$ cat src/logic/ddr3_cmd_pkg.sv
// Constants and types shared by the controller and device ends of the command link
`default_nettype none
package ddr3_cmd_pkg;
  localparam int BANK_W      = 3;           // Bank select width
  localparam int NUM_BANKS   = 8;           // Banks tracked
  localparam int ADDR_W      = 15;          // Row/column/opcode address width
  localparam int DM_W        = 2;           // Byte lane mask width
  localparam int AP_BIT      = 10;          // Auto precharge / all banks / ZQ long bit
  localparam int BC_BIT      = 12;          // Burst chop select bit
  localparam int CLK_MHZ     = 50;          // System clock rate
  localparam int TRP_PS      = 13500;       // Row precharge time
  localparam int TRP_CYC_RAW = (TRP_PS * CLK_MHZ + 999999) / 1000000;
  localparam int TRP_CYC     = (TRP_CYC_RAW < 1) ? 1 : TRP_CYC_RAW; // Least time, rounded up
  localparam int TRP_W       = 8;           // Width of per-bank precharge timer
  localparam logic [3:0] PIN_DES = 4'hf;    // Idle pin levels cs,ras,cas,we

  // Decoded command kinds
  typedef enum logic [3:0] {
    CMD_NONE, CMD_DES, CMD_NOP, CMD_ACT, CMD_PRE, CMD_PREA, CMD_WR, CMD_RD,
    CMD_MRS, CMD_REF, CMD_SRE, CMD_SRX, CMD_PDE, CMD_PDX, CMD_ZQL, CMD_ZQS
  } cmd_type;

  // Per bank state
  typedef enum logic [1:0] {
    BANK_IDLE, BANK_ACTIVE, BANK_PRECHARGING
  } bank_type;
endpackage
`default_nettype wire

$ cat src/logic/ddr3_cmd_if.sv
// Command link between controller and device ends
`default_nettype none
interface ddr3_cmd_if;
  import ddr3_cmd_pkg::*;
  logic              cs_n;   // Chip select, low active
  logic              ras_n;  // Row strobe, low active
  logic              cas_n;  // Column strobe, low active
  logic              we_n;   // Write enable, low active
  logic              cke;    // Clock enable
  logic [BANK_W-1:0] ba;     // Bank select
  logic [ADDR_W-1:0] addr;   // Address
  logic [DM_W-1:0]   dm;     // Write data mask
  modport ctrl (output cs_n, ras_n, cas_n, we_n, cke, ba, addr, dm);
  modport dev  (input  cs_n, ras_n, cas_n, we_n, cke, ba, addr, dm);
endinterface
`default_nettype wire

$ cat src/logic/ddr3_cmd_dev.sv
// Device end: samples the command link, decodes commands, tracks banks
//
// Contract
// RULE1 - Sample command pins at rising clock edge
// RULE2 - Decode using previous and current CKE
// RULE3 - Activate opens row in selected bank
// RULE4 - Row stays open until bank precharged
// RULE5 - Controller precharges before activating other row
// RULE6 - Precharge single bank or all via A10
// RULE7 - Bank idle for activate after tRP
// RULE8 - Other-bank access allowed during auto precharge
// RULE9 - Precharge to idle/precharging bank restarts tRP
// RULE10 - Write decode, auto precharge, chop on low
// RULE11 - Read decode, auto precharge, BL8 on high
// RULE12 - Fixed burst mode ignores A12
// RULE13 - Mode register set when all idle
// RULE14 - Refresh or self-refresh entry by CKE
// RULE15 - Power-down entry on NOP/DES, CKE falling
// RULE16 - Exit on NOP/DES with CKE rising
// RULE17 - ZQ calibration long or short via A10
// RULE18 - Byte lane masks act independently
// RULE19 - NOP registers no command
// RULE20 - Deselect ignores all other inputs
// RULE21 - Check bank state for activate/read/write
// RULE22 - Flag commands in wrong bank state
`default_nettype none
module ddr3_cmd_dev
  import ddr3_cmd_pkg::*;
#(
  parameter int TRP_CYCLES = TRP_CYC   // Precharge wait in clock cycles
)(
  // Clock and reset
  input  wire logic                 i_clk,
  input  wire logic                 i_srst,
  // Burst configuration: on-the-fly enable and fixed chop
  input  wire logic                 i_otf_en,
  input  wire logic                 i_fixed_bc4,
  // Link
  ddr3_cmd_if.dev                   link,
  // Decoded command
  output cmd_type                   o_cmd,
  output logic                      o_cmd_valid,
  output logic [BANK_W-1:0]         o_bank,
  output logic [ADDR_W-1:0]         o_addr,
  output logic                      o_auto_pre,
  output logic                      o_bc4,
  output logic [DM_W-1:0]           o_lane_en,
  output logic                      o_illegal,
  // Device state
  output logic [NUM_BANKS-1:0]      o_bank_active,
  output logic [NUM_BANKS-1:0]      o_bank_busy,
  output logic                      o_power_down,
  output logic                      o_self_refresh
);
  logic                   cke_prev;                 // CKE one clock before
  bank_type               bank_st [NUM_BANKS];      // Per bank state
  logic [TRP_W-1:0]       trp_cnt [NUM_BANKS];      // Per bank precharge timer
  cmd_type                next_cmd;                 // Decoded command this edge
  logic                   all_idle;                 // No bank active or precharging
  logic                   next_illegal;             // Wrong bank state
  logic                   sel;                      // Chip selected

  // True when a bank may accept activate
  function automatic logic bank_ready(input bank_type st);
    return st == BANK_IDLE;
  endfunction

  // Previous CKE tracks the level registered on each edge [RULE2]
  always_ff @(posedge i_clk) begin
    if (i_srst) cke_prev <= 1'b0;
    else        cke_prev <= link.cke;
  end

  // All banks idle
  always_comb begin
    all_idle = 1'b1;
    for (int b = 0; b < NUM_BANKS; b++) begin
      if (bank_st[b] != BANK_IDLE) all_idle = 1'b0;
    end
  end

  // Command decode from pins and both CKE levels [RULE1] [RULE2]
  always_comb begin
    sel      = ~link.cs_n;
    next_cmd = CMD_NONE;
    if (cke_prev && link.cke) begin
      // Clock enable steady high: ordinary commands
      if (!sel) next_cmd = CMD_DES;                       // [RULE20]
      else begin
        case ({link.ras_n, link.cas_n, link.we_n})
          3'h7: next_cmd = CMD_NOP;                        // [RULE19]
          3'h3: next_cmd = CMD_ACT;                        // [RULE3]
          3'h2: next_cmd = link.addr[AP_BIT] ? CMD_PREA : CMD_PRE; // [RULE6]
          3'h4: next_cmd = CMD_WR;                         // [RULE10]
          3'h5: next_cmd = CMD_RD;                         // [RULE11]
          3'h0: next_cmd = CMD_MRS;                        // [RULE13]
          3'h1: next_cmd = CMD_REF;                        // [RULE14]
          3'h6: next_cmd = link.addr[AP_BIT] ? CMD_ZQL : CMD_ZQS; // [RULE17]
          default: next_cmd = CMD_NONE;
        endcase
      end
    end else if (cke_prev && !link.cke) begin
      // Clock enable falling: only power-down or self refresh entry
      if (!sel || {link.ras_n, link.cas_n, link.we_n} == 3'h7)
        next_cmd = CMD_PDE;                                // [RULE15]
      else if ({link.ras_n, link.cas_n, link.we_n} == 3'h1)
        next_cmd = CMD_SRE;                                // [RULE14]
    end else if (!cke_prev && link.cke) begin
      // Clock enable rising: leave whichever low power state is held
      if (!sel || {link.ras_n, link.cas_n, link.we_n} == 3'h7)
        next_cmd = o_self_refresh ? CMD_SRX : CMD_PDX;     // [RULE16]
    end
  end

  // Bank state check for the addressed bank, or every bank for MRS, refresh, self refresh and ZQ [RULE21] [RULE22]
  always_comb begin
    case (next_cmd)
      CMD_ACT:                   next_illegal = !bank_ready(bank_st[link.ba]);
      CMD_RD, CMD_WR:            next_illegal = bank_st[link.ba] != BANK_ACTIVE;
      // Commands that need every bank idle
      CMD_MRS, CMD_REF, CMD_SRE,
      CMD_ZQL, CMD_ZQS:          next_illegal = !all_idle;
      default:                   next_illegal = 1'b0;
    endcase
  end

  // Bank state tracking and precharge timers
  always_ff @(posedge i_clk) begin
    for (int b = 0; b < NUM_BANKS; b++) begin
      if (i_srst) begin
        // Every bank idle with its timer clear
        bank_st[b]  <= BANK_IDLE;
        trp_cnt[b]  <= '0;
      end else if ((next_cmd == CMD_PREA) ||
                   (next_cmd == CMD_PRE && link.ba == BANK_W'(b)) ||
                   ((next_cmd == CMD_RD || next_cmd == CMD_WR) && !next_illegal &&
                    link.ba == BANK_W'(b) && link.addr[AP_BIT])) begin
        // Any precharge restarts the wait, even on idle banks [RULE4] [RULE9] [RULE7]
        bank_st[b] <= BANK_PRECHARGING;
        trp_cnt[b] <= TRP_W'(TRP_CYCLES);
      end else if (next_cmd == CMD_ACT && !next_illegal && link.ba == BANK_W'(b)) begin
        // Illegal activates never reach here, so the bank keeps its state
        bank_st[b]  <= BANK_ACTIVE;                        // [RULE3]
      end else if (bank_st[b] == BANK_PRECHARGING) begin
        // Other banks keep running during auto precharge [RULE8]
        if (trp_cnt[b] <= TRP_W'(1)) begin
          bank_st[b] <= BANK_IDLE;                         // [RULE7]
          trp_cnt[b] <= '0;
        end else trp_cnt[b] <= trp_cnt[b] - TRP_W'(1);
      end
    end
  end

  // Power-down and self-refresh status
  always_ff @(posedge i_clk) begin
    if (i_srst) begin
      o_power_down   <= 1'b0;
      o_self_refresh <= 1'b0;
    end else begin
      if (next_cmd == CMD_PDE) o_power_down <= 1'b1;       // [RULE15]
      else if (next_cmd == CMD_PDX) o_power_down <= 1'b0;  // [RULE16]
      // Self refresh only starts with every bank idle
      if (next_cmd == CMD_SRE && all_idle) o_self_refresh <= 1'b1; // [RULE14]
      else if (next_cmd == CMD_SRX) o_self_refresh <= 1'b0;        // [RULE16]
    end
  end

  // Registered command outputs
  always_ff @(posedge i_clk) begin
    if (i_srst) begin
      o_cmd       <= CMD_NONE;
      o_cmd_valid <= 1'b0;
      o_bank      <= '0;
      o_addr      <= '0;
      o_auto_pre  <= 1'b0;
      o_bc4       <= 1'b0;
      o_lane_en   <= '0;
      o_illegal   <= 1'b0;
    end else begin
      o_cmd       <= next_cmd;
      // NOP and deselect register nothing [RULE19] [RULE20]
      o_cmd_valid <= !(next_cmd inside {CMD_NONE, CMD_NOP, CMD_DES}) && !next_illegal;
      o_bank      <= link.ba;
      o_addr      <= link.addr;
      o_auto_pre  <= (next_cmd == CMD_RD || next_cmd == CMD_WR) && link.addr[AP_BIT];
      // Chop: A12 low on the fly, else fixed setting [RULE10] [RULE11] [RULE12]
      o_bc4       <= i_otf_en ? !link.addr[BC_BIT] : i_fixed_bc4;
      // Each lane written unless its mask is high [RULE18]
      o_lane_en   <= (next_cmd == CMD_WR && !next_illegal) ? ~link.dm : '0;
      o_illegal   <= next_illegal;                         // [RULE22]
    end
  end

  // Bank status vectors
  always_ff @(posedge i_clk) begin
    for (int b = 0; b < NUM_BANKS; b++) begin
      if (i_srst) begin
        o_bank_active[b] <= 1'b0;
        o_bank_busy[b]   <= 1'b0;
      end else begin
        // Registered copies so the outputs come straight from flip-flops
        o_bank_active[b] <= bank_st[b] == BANK_ACTIVE;
        o_bank_busy[b]   <= bank_st[b] == BANK_PRECHARGING;
      end
    end
  end
endmodule
`default_nettype wire

$ cat src/flat_wrapper.sv
// flat-port wrapper written by rule: the top's interface ports become plain ports
module ddr3_cmd_dev_flat import ddr3_cmd_pkg::*;
#(
  parameter int TRP_CYCLES = TRP_CYC                                    
)
  (i_clk, i_srst, i_otf_en, i_fixed_bc4, o_cmd, o_cmd_valid, o_bank, o_addr, o_auto_pre, o_bc4, o_lane_en, o_illegal, o_bank_active, o_bank_busy, o_power_down, o_self_refresh, link_cs_n, link_ras_n, link_cas_n, link_we_n, link_cke, link_ba, link_addr, link_dm);
  ddr3_cmd_if link_i ();
  input  wire logic i_clk;
  input  wire logic i_srst;
  input  wire logic i_otf_en;
  input  wire logic i_fixed_bc4;
  output cmd_type o_cmd;
  output logic o_cmd_valid;
  output logic [BANK_W-1:0] o_bank;
  output logic [ADDR_W-1:0] o_addr;
  output logic o_auto_pre;
  output logic o_bc4;
  output logic [DM_W-1:0] o_lane_en;
  output logic o_illegal;
  output logic [NUM_BANKS-1:0] o_bank_active;
  output logic [NUM_BANKS-1:0] o_bank_busy;
  output logic o_power_down;
  output logic o_self_refresh;
  input wire logic [$bits(link_i.cs_n)-1:0] link_cs_n;
  input wire logic [$bits(link_i.ras_n)-1:0] link_ras_n;
  input wire logic [$bits(link_i.cas_n)-1:0] link_cas_n;
  input wire logic [$bits(link_i.we_n)-1:0] link_we_n;
  input wire logic [$bits(link_i.cke)-1:0] link_cke;
  input wire logic [$bits(link_i.ba)-1:0] link_ba;
  input wire logic [$bits(link_i.addr)-1:0] link_addr;
  input wire logic [$bits(link_i.dm)-1:0] link_dm;
  assign link_i.cs_n = link_cs_n;
  assign link_i.ras_n = link_ras_n;
  assign link_i.cas_n = link_cas_n;
  assign link_i.we_n = link_we_n;
  assign link_i.cke = link_cke;
  assign link_i.ba = link_ba;
  assign link_i.addr = link_addr;
  assign link_i.dm = link_dm;
  ddr3_cmd_dev #(.TRP_CYCLES(TRP_CYCLES)) u_core (.i_clk(i_clk), .i_srst(i_srst), .i_otf_en(i_otf_en), .i_fixed_bc4(i_fixed_bc4), .link(link_i), .o_cmd(o_cmd), .o_cmd_valid(o_cmd_valid), .o_bank(o_bank), .o_addr(o_addr), .o_auto_pre(o_auto_pre), .o_bc4(o_bc4), .o_lane_en(o_lane_en), .o_illegal(o_illegal), .o_bank_active(o_bank_active), .o_bank_busy(o_bank_busy), .o_power_down(o_power_down), .o_self_refresh(o_self_refresh));
endmodule
$ cat config.mk
export PLATFORM = sky130hd
export DESIGN_NAME = ddr3_cmd_dev_flat
export DESIGN_NICKNAME = d
export VERILOG_FILES = /design/src/logic/ddr3_cmd_pkg.sv /design/src/logic/ddr3_cmd_if.sv /design/src/logic/ddr3_cmd_dev.sv /design/src/flat_wrapper.sv
export SDC_FILE = /design/constraint.sdc
export NUM_CORES = 1
export LEC_CHECK = 0
export ABC_CLOCK_PERIOD_IN_PS = 3400
export BUFFER_PORTS_ARGS = -buffer_cell sky130_fd_sc_hd__buf_2
export CAP_MARGIN = 20
export CORE_MARGIN = 2
export CORE_UTILIZATION = 45
export DETAILED_ROUTE_END_ITERATION = 16
export GPL_TIMING_DRIVEN = 0
export SYNTH_ARGS = -nofsm -noshare
export SYNTH_HDL_FRONTEND = slang
export SYNTH_SLANG_ARGS = --single-unit
$ cat constraint.sdc
create_clock -name i_clk -period 3.4 [get_ports i_clk]
set_input_delay 0.85 -clock i_clk [delete_from_list [all_inputs] [get_ports i_clk]]
set_output_delay 0.85 -clock i_clk [all_outputs]
set_load 0.005 [all_outputs]
======== Word level (Yosys, flattened, before mapping) ========
Memory sizes are Yosys's and may differ from the RTL's.
Index checks and enable logic that the tools add are counted.
word-level totals
  bits in registers ....................... 47
  bits in latches ......................... 0
  RAM bits ................................ 80
  bits in read-only memories .............. 0
  input bits .............................. 29
  output and inout bits ................... 46
  word-level logic and storage cells ...... 438
  memories ................................ 2
cells by class
  add/sub/neg operators ................... 8
  multipliers ............................. 0
  div/mod/pow operators ................... 0
  order comparisons ....................... 8
  equality and inequality tests ........... 46
  shifts and indexed selects .............. 0
  multiplexer cells ....................... 227
  bitwise operators ....................... 50
  reductions and logical operators ........ 84
memory list
  memory          words  width  read ports  clocked after Yosys merged registers in  wr ports  line                text
  u_core.trp_cnt  8      8      8           0                                        8         ddr3_cmd_dev.sv:57  logic [TRP_W-1:0] trp_cnt [NUM_BANKS];
  u_core.bank_st  8      2      9           0                                        8         ddr3_cmd_dev.sv:56  bank_type bank_st [NUM_BANKS];
operators by type and width
  cell                                                 number
  two-way mux 8 bit                                    24
  two-way mux 1 bit                                    169
  <= comparator 8 x 1 -> 1 bit, second input constant  8
  subtractor 8 x 1 -> 8 bit, second input constant     8
  two-way mux 2 bit                                    24
  OR 1 bit                                             48
  logical AND 1 bit                                    41
  equality test 4 bit, second input constant           8
  case mux 4 bit (8 select lines)                      1
  two-way mux 4 bit                                    7
  equality test 3 bit, second input constant           8
  nonzero test 2 bit                                   10
  logical OR 1 bit                                     18
  equality test 2 x 1 -> 1 bit, second input constant  8
  equality test 2 bit, second input constant           8
  equality test 4 x 3 -> 1 bit, second input constant  4
  equality test 3 x 2 -> 1 bit, second input constant  4
  equality test 4 x 2 -> 1 bit, second input constant  2
  zero test 1 bit                                      7
  equality test 3 x 1 -> 1 bit, second input constant  2
  zero test 3 bit                                      2
  OR reduction 5 bit                                   1
  equality test 4 x 1 -> 1 bit, second input constant  1
  zero test 4 bit                                      1
  8 further kinds                                      9

======== Logic depth before layout (Yosys ltp) ========
An unclocked memory read counts as a cell.
  depth in word-level cells ............... 23
  depth in mapped cells ................... 11
  depth with buffers taken out ............ 8

======== Worst setup path after synthesis ========
OpenSTA, ideal clock, no wires.
  path kind ............................... input to register
  from .................................... input port link_cke
  to ...................................... memory u_core.trp_cnt[4][0], enable pin
  setup time .............................. 0.294 ns
  arrival time ............................ 2.875 ns
  required time ........................... 3.106 ns
  path slack .............................. 0.231 ns
  stages .................................. 9
  path buffers ............................ 2
  cell sequence ........................... buf_2 > or4b_2 > o21ai_0 > a21bo_2 > or2_2 > buf_4 > and2_1 > nor2_1 > or3_1
RTL lines
  what                line                text
  start: declaration  flat_wrapper.sv:28  input wire logic [$bits(link_i.cke)-1:0] link_cke;
  end: declaration    ddr3_cmd_dev.sv:57

==> results.toml <==
[run_status]
outcome = "completed"

[die]
row_count = 42
dieWidth_microns = 121
start_util_pct = 46.3
fp.coreArea_sq_um = 13300
die_h_microns = 121
die_area_sq_um = 14600
ioPinCount = 75

[setup_path]
crit_path_max_fanout = 10
worstPathArrival_ns = 3.29
cp-end-kind = "register"
critPathRequiredTime_ns = 3.49
crit_type = "input pin to register"
worstSetupStartpointType = "input pin"

[detailed_routing]
routed-via-count = 4566
drtPass1Iterations = 5
drt-initial-drc-count = 288
ant_nets = 0
drt-total-wl_mm = 13.2
drc_errors = 0
post_drt_via_cell_ratio = 5.21
wl_per_cell_microns = 15.1

[synth]
synth_edf_count = 80
synthTopCellsByArea = "edfxtp_1, dfxtp_1, nor2_1"
synth_top_area_cell = "edfxtp_1"
synth.top_cell.area_share_pct = 39.0
synth_ff_type = "edfxtp_1"
synth_commonest_cells = "nor2_1, edfxtp_1, dfxtp_1"
async_flop_share_pct = 0
syn_area_per_cell_sq_um = 10.3
syn_inst = 597
synth.ff_latch_count = 127
synthMostInstantiatedCell = "nor2_1"
yosys_warnings = 0
ys_types = 54
ys_seq_area_share_pct = 54.3
netlist_area_sq_um = 6160
syn-num-nets = 642

[timing]
max_freq_mhz = 312
slew_violations = 0
finalSetupViolations = 0
worst_slack_ns = 0.198
fin_crit_sh_pct = 94.2
period_needed_ns = 3.20
finalClockSkew_ns = 0.00792
tightest_slew_ns = 0.669
rsz0062_at_grt = "no"
slew_headroom_pct = 55.4
finalHoldViolCount = 0

[global_routing]
grt-ovfl-total = 0
grt_pass1_wl_mm = 21.0
grt_use_total_pct = 18.5
grt_use_met3_pct = 5.64
grt_max_degree = 17
grt_util_met1_pct = 22.8
busiest_layer = "met2"
grt_use_met2_pct = 30.5
antenna_found_initial = 0
grt_pass1_vias = 4443

[placed_design]
place_congestion = 0.854
dpl_worst_slack_ns = -0.191
portBuffers = 72
hpwlAfterDp_mm = 9.25

[clock_tree]
clk_latency_ns = 0.41
clk_pin_slew_worst_paths_ns = 0.05
post_cts_buffers = 0
tritoncts = "built"
clock-root-buffer = "clkbuf_16"
cts-hold-fix-buffers = 0
htreeDepth = 4
cts_buffer_depth = 2
cts_inserted_buffers = 17
cts_sinks = 127
cts_resized = 0

[power]
p_leak_nw = 2.89
max-vdd-ir-drop_v = 0.000398
powerDensity_nw_per_um2 = 565

[finish]
area_growth_pct = 19.0
utilization_pct = 55.1
diodes = 0
drive_above_1_share_pct = 19.3
layout.nets = 733

[job]
drv_cap = 0

[worst_hold_path]
hp-class = "register to register"
==> routing by layer <==
metal / wire (microns) / part of all wire (%) / vias up
li1: - / - / 2264
met1: 5800 / 44 / 2177
met2: 6410 / 48 / 108
met3: 782 / 5.9 / 17
met4: 218 / 1.7 / 0
met5: 0 / 0 / -
==> final timing paths <==
kind | start | endpoint | slack [ns] | depth (start not counted)
setup / recovery | link_ba[0] | u_core.trp_cnt[5][5] | 0.20 | 9
hold / removal | u_core.o_power_down | u_core.o_power_down | 0.51 | 2
setup reg to reg | u_core.bank_st[2][0] | u_core.trp_cnt[5][5] | 0.52 | 8
hold reg to reg | u_core.o_power_down | u_core.o_power_down | 0.51 | 2
==> through the flow <==
step / instance area, sq um / setup TNS, ns / hold slack [ns] / cells / power [mW]
final: 7330 / 0 / 0.512 / 877 / 4.14
after global routing: 7330 / 0 / 0.542 / 877 / 4.31
after CTS: 7330 / 0 / 0.510 / 877 / 4.18
after detailed placement: 6740 / -10.05 / 0.506 / 845 / 2.39
after global placement: 6740 / -6.82 / 0.498 / 845 / 2.38
after floorplan: 6160 / 0 / 0.448 / 597 / 2.24
==> kinds of logic (layout without fill, tap and decap cells) <==
kind of cell / Yosys count / after routing / share of synthesized area (%)
DFF: 127 / 127 / 54.3
muxes: 10 / 10 / 2.40
AOI/OAI and AO/OA: 52 / 52 / 5.65
xor gates and xnor gates: 49 / 49 / 6.97
buffers and inverters: 49 / 153 / 3.39
adders and majority gates: 16 / 16 / 3.25
and+or+nand+nor: 294 / 294 / 24.1
==> area by class of cell <==
| class | count | area (sq um) |
|---|---|---|
| flip-flops and latches | 127 | 3340 |
| clock buffers | 24 | 514 |
| multi-input cells | 421 | 2610 |
| repair buffers | 72 | 360 |
| fillers | 1159 | 5960 |
| well taps | 176 | 220 |
| plain buffers | 24 | 115 |
| clock inverters | 8 | 75.1 |
| inverters | 25 | 93.8 |
==> report_power, final <==
part	internal (mW)	switching, mW	leakage, nW
Sequential	1.77	0.0920	1.24
Clock	1.13	0.644	0.295
Combinational	0.227	0.282	1.36
==> cell usage in the layout (no fill, tap or decap), types with 3 or more instances in the layout <==
cell type	netlist	routed
nand2_1	30	30
clkinv_2	0	3
buf_2	5	77
nor3_1	15	15
or3_1	9	9
xnor2_1	37	37
nor2_1	127	127
nor3b_1	12	12
dfxtp_1	47	47
o211ai_1	7	7
xor2_1	12	12
or2_2	10	10
or4_1	5	5
a21o_1	3	3
nand2b_1	10	10
ha_1	16	16
o21ai_0	6	6
o21a_1	3	3
nor4b_1	5	5
nor4_1	20	20
a21oi_1	16	16
clkbuf_16	0	19
nand3b_1	10	10
and2_1	3	3
inv_1	25	25
clkbuf_1	14	17
edfxtp_1	80	80
mux2_2	5	5
nand3_1	5	5
nor2b_1	24	24
==> critical path, stage by stage <==
cell and delay [ns]:
buf_2 0.13, clkbuf_1 0.41, mux4_2 0.62, and3_4 0.21
o221ai_2 0.27, buf_6 0.22, a21o_1 0.13, nor2b_1 0.19
nand2_1 0.26
==> sequential cells by signal (all words and copies together), names as in the netlist <==
signal and count:
u_core.o_bank_busy 8, u_core.o_bc4 1, u_core.o_bank_active 8, u_core.o_auto_pre 1, u_core.o_addr 15, u_core.trp_cnt 64
u_core.o_self_refresh 1, u_core.o_power_down 1, u_core.o_cmd 4, u_core.o_cmd_valid 1, u_core.o_bank 3, u_core.o_illegal 1
u_core.cke_prev 1, u_core.o_lane_en 2, u_core.bank_st 16
No activity file was read; power rests on OpenSTA's default activity.
